$ cat src/design/pcrc_pkg.sv
// Shared constants and types for the programmable CRC block
`default_nettype none
package pcrc_pkg;
  localparam int          PCRC_W          = 16;
  localparam int          PCRC_BYTE_W     = 8;
  localparam int          PCRC_FIFO_DEPTH = 32;
  localparam logic [15:0] PCRC_SEED_ONES  = 16'hffff;
  localparam logic [15:0] PCRC_SEED_ZERO  = 16'h0000;
  localparam logic [15:0] PCRC_POLY_RST   = 16'h0000;
  localparam logic [15:0] PCRC_RES_RST    = 16'h0000;
  localparam logic [7:0]  PCRC_PAGE       = 8'h02;
  localparam logic [3:0]  PCRC_DMA_SRC    = 4'h2;
  localparam int          PCRC_CFG_REQ_LSB = 0;
  localparam int          PCRC_CFG_IRQ_EN  = 7;

  typedef enum logic {
    PCRC_IDLE = 1'b0,
    PCRC_DMA  = 1'b1
  } pcrc_mode_t;

  // One processor write cycle toward the block
  typedef struct packed {
    logic       clr;
    logic       seed;
    logic       dma_start;
    logic       poly_hi_we;
    logic       poly_lo_we;
    logic       data_we;
    logic [7:0] wdata;
  } pcrc_cpu_wr_t;

  typedef struct packed {
    logic [15:0] acc;
    logic [15:0] poly;
    logic [15:0] res;
    pcrc_mode_t  mode;
    logic        irq;
  } pcrc_state_t;
endpackage
`default_nettype wire

$ cat src/design/pcrc_top.sv
// Programmable CRC engine with processor and DMA byte feed
// Functional notes
// - Clear with seed bit set loads the accumulator with all ones.
// - Writing the clear bit resets the accumulator before a new calculation.
// - Polynomial loads through high and low byte writes before data.
// - Every data byte written outside a DMA run is folded into the CRC with the polynomial, unless a clear flushes it first.
// - Invert complements the result, flip bit-reverses it, separately or together.
// - Shaped result is readable as a high byte and a low byte.
// - All block writes decode only on register page two.
// - DMA request offered only when channel request field equals two.
// - Setting the DMA mode bit starts a DMA-fed CRC run.
// - Channel config bit 7 lets end of transfer raise the interrupt.
`default_nettype none

module pcrc_fifo #(
  parameter int W = 8,
  parameter int D = 32
) (
  input  wire logic         core_clk_i,
  input  wire logic         rst_i,
  input  wire logic         flush_i,
  input  wire logic         in_valid_i,
  output logic             in_ready_o,
  input  wire logic [W-1:0] in_data_i,
  output logic             out_valid_o,
  input  wire logic         out_ready_i,
  output logic     [W-1:0] out_data_o
);
  localparam int AW = $clog2(D);
  typedef struct packed {
    logic [AW:0] wp;
    logic [AW:0] rp;
  } pcrc_fifo_st_t;

  pcrc_fifo_st_t st;
  pcrc_fifo_st_t next_st;
  logic [W-1:0]  mem [D];
  logic          push;
  logic          pop;

  assign in_ready_o  = !((st.wp[AW] != st.rp[AW]) && (st.wp[AW-1:0] == st.rp[AW-1:0]));
  assign out_valid_o = (st.wp != st.rp);
  assign out_data_o  = mem[st.rp[AW-1:0]];
  assign push        = in_valid_i && in_ready_o && !flush_i;
  assign pop         = out_valid_o && out_ready_i && !flush_i;

  always_comb begin
    next_st = st;
    if (flush_i) begin
      next_st.rp = st.wp;
    end else begin
      if (push) next_st.wp = (AW+1)'(st.wp + 1'b1);
      if (pop) next_st.rp = (AW+1)'(st.rp + 1'b1);
    end
  end

  always_ff @(posedge core_clk_i or posedge rst_i) begin
    if (rst_i) begin
      st <= '0;
    end else begin
      st <= next_st;
    end
  end

  // Storage has no reset, so its contents never gate control
  always_ff @(posedge core_clk_i) begin
    if (push) mem[st.wp[AW-1:0]] <= in_data_i;
  end
endmodule

module pcrc_top #(
  parameter int FIFO_DEPTH = 32
) (
  input  wire logic                  core_clk_i,
  input  wire logic                  rst_i,
  input  wire logic [7:0]            page_i,
  input  wire pcrc_pkg::pcrc_cpu_wr_t cpu_wr_i,
  input  wire logic                  invert_i,
  input  wire logic                  flip_i,
  input  wire logic [7:0]            chan_cfg_i,
  input  wire logic                  dma_valid_i,
  input  wire logic [7:0]            dma_data_i,
  input  wire logic                  dma_done_i,
  input  wire logic                  irq_clr_i,
  output logic                      dma_req_o,
  output logic                      cpu_ready_o,
  output logic                      dma_active_o,
  output logic                      dma_irq_o,
  output logic [7:0]                result_hi_o,
  output logic [7:0]                result_lo_o
);
  import pcrc_pkg::*;

  function automatic logic [15:0] crc_byte(input logic [15:0] acc, input logic [7:0] b,
                                           input logic [15:0] poly);
    logic [15:0] a;
    a = acc ^ {b, 8'h00};
    for (int i = 0; i < 8; i++) begin
      a = a[15] ? ({a[14:0], 1'b0} ^ poly) : {a[14:0], 1'b0};
    end
    return a;
  endfunction

  function automatic logic [15:0] shape(input logic [15:0] acc, input logic invert_output_bit,
                                        input logic flp);
    logic [15:0] v;
    v = acc;
    if (flp) begin
      for (int i = 0; i < 16; i++) v[i] = acc[15-i];
    end
    return invert_output_bit ? ~v : v;
  endfunction

  pcrc_state_t st;
  pcrc_state_t next_st;
  logic        pg_ok;
  logic        req_ok;
  logic        stall;
  logic        f_in_valid;
  logic        f_in_ready;
  logic [7:0]  f_in_data;
  logic        f_out_valid;
  logic [7:0]  f_out_data;
  logic        pop;

  assign pg_ok  = (page_i == PCRC_PAGE);
  assign req_ok = (chan_cfg_i[PCRC_CFG_REQ_LSB +: 4] == PCRC_DMA_SRC);
  // Clear and polynomial writes hold the drain so no byte straddles the change
  assign stall  = pg_ok && (cpu_wr_i.clr || cpu_wr_i.poly_hi_we || cpu_wr_i.poly_lo_we);
  assign pop    = f_out_valid && !stall;

  // Processor data writes are ignored while a DMA run owns the input
  assign f_in_valid  = (st.mode == PCRC_DMA) ? (dma_valid_i && req_ok)
                                             : (cpu_wr_i.data_we && pg_ok);
  assign f_in_data   = (st.mode == PCRC_DMA) ? dma_data_i : cpu_wr_i.wdata;
  assign dma_req_o   = (st.mode == PCRC_DMA) && req_ok && f_in_ready;
  assign cpu_ready_o = (st.mode == PCRC_IDLE) && f_in_ready;

  pcrc_fifo #(
    .W (PCRC_BYTE_W),
    .D (FIFO_DEPTH)
  ) u_fifo (
    .core_clk_i  (core_clk_i),
    .rst_i       (rst_i),
    .flush_i     (pg_ok && cpu_wr_i.clr),
    .in_valid_i  (f_in_valid),
    .in_ready_o  (f_in_ready),
    .in_data_i   (f_in_data),
    .out_valid_o (f_out_valid),
    .out_ready_i (!stall),
    .out_data_o  (f_out_data)
  );

  always_comb begin
    next_st = st;
    if (pg_ok && cpu_wr_i.clr) begin
      next_st.acc = cpu_wr_i.seed ? PCRC_SEED_ONES : PCRC_SEED_ZERO;
    end else if (pop) begin
      next_st.acc = crc_byte(st.acc, f_out_data, st.poly);
    end
    if (pg_ok && cpu_wr_i.poly_hi_we) next_st.poly[15:8] = cpu_wr_i.wdata;
    if (pg_ok && cpu_wr_i.poly_lo_we) next_st.poly[7:0] = cpu_wr_i.wdata;
    case (st.mode)
      PCRC_IDLE: if (pg_ok && cpu_wr_i.dma_start) next_st.mode = PCRC_DMA;
      PCRC_DMA:  if (dma_done_i) next_st.mode = PCRC_IDLE;
      default:   next_st.mode = PCRC_IDLE;
    endcase
    // Set beats clear so a completion is never lost
    if (dma_done_i && chan_cfg_i[PCRC_CFG_IRQ_EN]) next_st.irq = 1'b1;
    else if (irq_clr_i) next_st.irq = 1'b0;
    next_st.res = shape(next_st.acc, invert_i, flip_i);
  end

  always_ff @(posedge core_clk_i or posedge rst_i) begin
    if (rst_i) begin
      st <= '{acc: PCRC_SEED_ZERO, poly: PCRC_POLY_RST, res: PCRC_RES_RST,
              mode: PCRC_IDLE, irq: 1'b0};
    end else begin
      st <= next_st;
    end
  end

  assign result_hi_o  = st.res[15:8];
  assign result_lo_o  = st.res[7:0];
  assign dma_active_o = (st.mode == PCRC_DMA);
  assign dma_irq_o    = st.irq;
endmodule
`default_nettype wire

$ cat config.mk
export PLATFORM = sky130hd
export DESIGN_NAME = pcrc_top
export DESIGN_NICKNAME = d
export VERILOG_FILES = /design/src/design/pcrc_pkg.sv /design/src/design/pcrc_top.sv
export SDC_FILE = /design/constraint.sdc
export NUM_CORES = 1
export LEC_CHECK = 0
export BUFFER_PORTS_ARGS = -buffer_cell sky130_fd_sc_hd__buf_4
export CAP_MARGIN = 10
export CORE_MARGIN = 2
export CORE_UTILIZATION = 42
export CTS_CLUSTER_SIZE = 8
export DETAILED_ROUTE_END_ITERATION = 12
export MAX_ROUTING_LAYER = met4
export PLACE_DENSITY = 0.69
export REMOVE_ABC_BUFFERS = 1
export SKIP_CTS_REPAIR_TIMING = 1
export SYNTH_ARGS = -nofsm -noshare
export SYNTH_HDL_FRONTEND = slang
export SYNTH_SLANG_ARGS = --single-unit
$ cat constraint.sdc
create_clock -name core_clk_i -period 9.2 [get_ports core_clk_i]
set_input_delay 1.84 -clock core_clk_i [delete_from_list [all_inputs] [get_ports core_clk_i]]
set_output_delay 1.84 -clock core_clk_i [all_outputs]
set_load 0.05 [all_outputs]
==> results.json, run 1 <==
{
  "synthFlopType": "edfxtp_1",
  "setup_viol": 0,
  "core_area_um2": 38400,
  "tritoncts": "built",
  "grt_max_degree": 63,
  "min_path_type": "flop to flop",
  "cts-root-buf": "clkbuf_16",
  "fin_worst_skew_ns": 0.0206,
  "dieArea_um2": 40200,
  "yosys.area.top_type": "edfxtp_1",
  "critPathArrivalTime_ns": 8.04,
  "grt_pass1_vias": 10200,
  "postSynthCellCount": 1167,
  "nFillCells": 3375,
  "top_usage_layer": "met2",
  "vias": 10300,
  "antenna_found_initial": 0,
  "synth_area_leaders": "edfxtp_1, dfrtp_1, mux4_2, xnor2_1, xnor3_1",
  "clockBufferDepth": 3,
  "synth_top_area_frac": 0.474,
  "cts_buffers": 46,
  "p_seq_frac": 0.285,
  "endpoint_kind": "flop",
  "layout.nets": 1253,
  "start_util": 0.423,
  "stdcell_area_um2": 18300,
  "synth_cell_types": 84,
  "worstSetupStartpoint": "u_fifo.st[0]",
  "antenna_left": 0,
  "crit_type": "flop to flop",
  "dp_slack_ns": 1.73,
  "syn_avg_cell_area_um2": 13.9,
  "powerDensity_nw_per_um2": 340,
  "stdcell_count": 1734,
  "netlist_area_um2": 16200,
  "r2r-start": "u_fifo.st[0]",
  "static-leakage-power_nw": 6.41,
  "met1_usage": 0.274,
  "htreeDepth": 2,
  "io_pins": 65,
  "diodes": 0,
  "required_ns": 9.65,
  "tightestPinTransition_ns": 0.986,
  "crit_path_start_kind": "flop",
  "synth-seq-cells": 318,
  "power_mw": 6.21,
  "drive_gt1_frac": 0.202,
  "yosysSeqAreaShare": 0.569,
  "outcome": "finished, final reports clean",
  "hold_violations": 0,
  "final_util": 0.476,
  "path_clk_slew_ns": 0.05,
  "setup_tns_ns": 0,
  "p_clk_frac": 0.248,
  "slew_violations": 0,
  "ir_worst_vdd_v": 0.000223,
  "setup_ws_ns": 1.62,
  "place_congestion": 0.947,
  "grt_setup_unrepaired": "no",
  "hpwlAfterDp_mm": 26.1,
  "min_from": "u_fifo.st[11]",
  "area_delta_synth_final_pct": 12.6,
  "p_sw_frac": 0.393,
  "max_clock_freq_ghz": 0.132,
  "port-buffer-count": 61,
  "grtUsageTotal": 0.206,
  "drt_iter0_drc": 979,
  "drv_cap": 0,
  "wirelength_mm": 39.8,
  "fin_crit_ns": 7.58,
  "drt-pass1-iter-count": 5,
  "met2_usage": 0.324,
  "holdWs_ns": 0.517,
  "synth_edf_count": 256,
  "cts_sinks": 318,
  "relSlewSlack": 0.337,
  "post-place-cells": 1673,
  "clock_latency_ns": 0.57,
  "route.detailed.drc": 0,
  "die_w_um": 201,
  "die_h_um": 201,
  "use_met3": 0.0398,
  "p_sw_mw": 2.44,
  "overflow": 0,
  "rows": 72,
  "viasPerCell": 5.92,
  "p_comb_frac": 0.466,
  "wl_per_cell_um": 22.9,
  "finalCritPeriodShare": 0.824,
  "p_int_mw": 3.77,
  "placed_cell_area_um2": 17000,
  "ys_warn_count": 0,
  "grt_pass1_wl_mm": 62.0,
  "async_flop_share": 0.195,
  "worstPathMaxFanout": 32
}
[flip-flops by register name, summed over array words and instances (netlist names)]
name	count
u_fifo.mem	256
st	32
u_fifo.st	12
result_hi_o	8
result_lo_o	8
dma_active_o	1
dma_irq_o	1
[cell type report]
cell class                      count  area (um2)  share of cell area
Clock buffer                       56        1210              0.0662
Clock inverter                      5        88.8             0.00486
Inverter                           23        86.3             0.00472
Multi-Input combinational cell    737        6420               0.351
Sequential cell                   318        9240               0.506
Tap cell                          518         648              0.0355
Timing Repair Buffer               77         578              0.0316
[worst paths after layout]
path / slack [ns] / endpoint / cells after the start
max: 1.62 / result_lo_o[1] / 17
min: 0.52 / u_fifo.st[11] / 1
max reg2reg: 1.62 / result_lo_o[1] / 17
min reg2reg: 0.52 / u_fifo.st[11] / 1
max in group asynchronous: 7.07 / u_fifo.st[0] / 3
min in group asynchronous: 1.52 / dma_irq_o / 3
[per-layer routing]
metal,wire length [um],vias to the layer above
li1,-,4603
met1,17200,5247
met2,19300,357
met3,2470,51
met4,847,0
met5,0,-
[synth_stat cells, drive strengths merged (6+ instances only)]
cell,count
a211o,13
a211oi,30
a21oi,14
a221oi,14
a22oi,6
a31oi,6
a32oi,10
and2,24
and3,8
buf,51
clkbuf,38
dfrtp,62
edfxtp,256
inv,23
mux2,28
mux2i,33
mux4,62
nand2,81
nand3,14
nand4,8
nor2,72
nor2b,6
nor3,28
nor4,18
o211a,11
o211ai,21
o21ai,31
o31ai,8
or3,10
xnor2,72
xnor3,17
xor2,15
[cells in the final DEF (no fill, tap or decap), drive strengths merged, types with 10 or more instances in the layout]
cell type,n
nand2,81
xnor2,72
a221oi,14
a21oi,14
a211oi,30
a32oi,10
mux2,28
nand3,14
nor2,72
dfrtp,62
mux2i,33
buf,77
mux4,62
nor3,28
xor2,15
and2,24
edfxtp,256
xnor3,17
o211ai,21
clkbuf,56
or3,10
o21ai,31
o211a,11
a211o,13
nor4,18
inv,24
[power by group through the flow]
| stage | logic, mW | clock network (mW) | registers (mW) |
|---|---|---|---|
| 4_1_cts | 2.87 | 1.57 | 1.77 |
| 3_5_place_dp | 2.86 | 0 | 1.80 |
| 6_report | 2.90 | 1.54 | 1.77 |
| 3_3_place_gp | 2.82 | 0 | 1.80 |
| 5_1_grt | 3.08 | 1.63 | 1.79 |
| 2_1_floorplan | 1.92 | 0 | 1.98 |
[cells by family after synthesis]
kind of cell | after synthesis | share of synthesized area
adder cells (fa/ha/maj) | 5 | 0.00386
XOR/XNOR | 106 | 0.0735
flip-flops | 318 | 0.569
buffers and inverters | 112 | 0.0352
multiplexers | 123 | 0.126
AND/OR/NAND/NOR | 296 | 0.0904
AO/OA/AOI/OAI | 207 | 0.102
[critical path, stage by stage, from the launching register on]
cell and delay, ns:
dfrtp_4 0.82, buf_4 0.58, mux4_2 0.57, nand2b_1 0.18, a211oi_2 0.34, o21ai_1 0.19
a2111oi_0 0.56, a31oi_1 0.15, and2_1 0.27, xnor3_1 0.87, a211oi_1 0.24, o2111a_1 0.33
o2111a_1 0.51, nor3_2 0.86, o21ai_2 0.11, xnor3_1 0.46, a211oi_1 0.09, nor4_1 0.31
No activity file was read; power rests on OpenSTA's default activity.
==> inputs of run 2 (changes only) <==
- PLACE_DENSITY: 0.69 -> 0.71
- clock period: 9.2 -> 6.4 ns (I/O delays scaled with it)
==> run 2 against run 1 <==
  * Sequential share of layout area is 1.0 points lower
  * Clock-buffer cell count is 13 higher
  * Design area is 2.1% higher
  * Critical path type unchanged
==> results.json, run 2 (same netlist as run 1, synthesis figures left out) <==
{
  "use_met3": 0.0399,
  "grt_pass1_vias": 10400,
  "outcome": "finished, final reports clean",
  "fin_worst_skew_ns": 0.0232,
  "slew_violations": 0,
  "grtUsageTotal": 0.209,
  "cts_buffers": 46,
  "cts_sinks": 318,
  "largest_register_ffs": 256,
  "hpwlAfterDp_mm": 27.4,
  "drive_gt1_frac": 0.225,
  "area_delta_synth_final_pct": 15.0,
  "max_clock_freq_ghz": 0.163,
  "worstPathMaxFanout": 14,
  "setup_viol": 0,
  "holdWs_ns": 0.503,
  "tritoncts": "built",
  "cts-root-buf": "clkbuf_16",
  "final_cell_mix": "edfxtp_1, buf_4, nand2_1, xnor2_1, nor2_1",
  "drv_cap": 0,
  "min_path_cells": 1,
  "htreeDepth": 2,
  "fin_crit_ns": 6.12,
  "hold_violations": 0,
  "drt-pass1-iter-count": 5,
  "finalCritPeriodShare": 0.957,
  "vias": 10500,
  "tightestPinTransition_ns": 1.16,
  "route.detailed.drc": 0,
  "p_sw_frac": 0.387,
  "ir_worst_vdd_v": 0.000278,
  "overflow": 0,
  "antenna_left": 0,
  "p_int_mw": 5.73,
  "p_comb_frac": 0.481,
  "port-buffer-count": 61,
  "io_pins": 65,
  "p_clk_frac": 0.247,
  "place_congestion": 0.958,
  "die_w_um": 201,
  "relSlewSlack": 0.226,
  "clockBufferDepth": 3,
  "layout_commonest_cell": "edfxtp_1",
  "dieArea_um2": 40200,
  "diodes": 0,
  "wirelength_mm": 41.2,
  "grt_max_degree": 63,
  "antenna_found_initial": 0,
  "top_usage_layer": "met2",
  "clock_latency_ns": 0.57,
  "final_util": 0.486,
  "path_clk_slew_ns": 0.05,
  "grt_setup_unrepaired": "no",
  "met1_usage": 0.270,
  "rows": 72,
  "die_h_um": 201,
  "static-leakage-power_nw": 6.61,
  "required_ns": 6.82,
  "p_sw_mw": 3.61,
  "drt_iter0_drc": 926,
  "start_util": 0.423,
  "core_area_um2": 38400,
  "setup_tns_ns": 0,
  "critPathArrivalTime_ns": 6.55,
  "wl_per_cell_um": 23.2,
  "grt_pass1_wl_mm": 62.6,
  "min_path_type": "flop to flop",
  "p_seq_frac": 0.272,
  "crit_path_start_kind": "flop",
  "powerDensity_nw_per_um2": 500,
  "layout.nets": 1284,
  "met2_usage": 0.331,
  "endpoint_kind": "flop",
  "rr_worst_depth": 18,
  "crit_type": "flop to flop",
  "viasPerCell": 5.92
}
## run 2: cell type report
type / instances / area [um2]
Clock buffer: 69 / 1250
Clock inverter: 5 / 136
Fill cell: 3320 / 19700
Inverter: 23 / 86.3
Multi-Input combinational cell: 737 / 6450
Sequential cell: 318 / 9250
Tap cell: 518 / 648
Timing Repair Buffer: 108 / 856
## run 2: critical path, cell delays in order (launching register included)
cell,delay [ns]
dfrtp_4,0.58
buf_4,0.25
buf_4,0.26
mux4_2,0.58
mux4_2,0.53
mux2i_1,0.30
xnor2_1,0.20
inv_1,0.11
and3_1,0.18
o221a_1,0.27
or4_1,0.52
buf_4,0.18
o2111a_1,0.17
o2111a_2,0.40
or2_2,0.45
mux2_2,0.31
o22ai_2,0.19
mux2i_1,0.12
nor4_1,0.36
## run 2: routing by layer
| metal | wire length (um) | share of wire |
|---|---|---|
| met4 | 1360 | 0.033 |
| met1 | 17000 | 0.41 |
| met3 | 2840 | 0.069 |
| met2 | 19900 | 0.48 |
| met5 | 0 | 0 |
## run 2: final timing paths
kind | from | end | slack, ns
max | u_fifo.st[0] | result_hi_o[6] | 0.28
min | u_fifo.st[11] | u_fifo.st[11] | 0.50
max reg2reg | u_fifo.st[0] | result_hi_o[6] | 0.28
min reg2reg | u_fifo.st[11] | u_fifo.st[11] | 0.50
max in group asynchronous | rst_i | u_fifo.st[1] | 4.84
min in group asynchronous | rst_i | u_fifo.st[5] | 0.95
## run 2: metrics by stage
stage	instance area [um2]	cells	worst slack (ns)	total power [mW]
2_1_floorplan	15700	1078	-2.24	5.61
3_3_place_gp	17200	1697	-0.0560	6.79
3_5_place_dp	17200	1697	-0.0952	6.86
4_1_cts	18500	1771	-0.117	9.19
5_1_grt	18700	1778	0.0303	9.76
6_report	18700	1778	0.276	9.34
## run 2: power groups by stage
stage	sequential, mW	combinational [mW]	clock [mW]
after detailed placement	2.59	4.27	0
final	2.54	4.50	2.30
after global placement	2.59	4.20	0
after CTS	2.56	4.29	2.34
after global routing	2.55	4.78	2.44
after floorplan	2.84	2.76	0
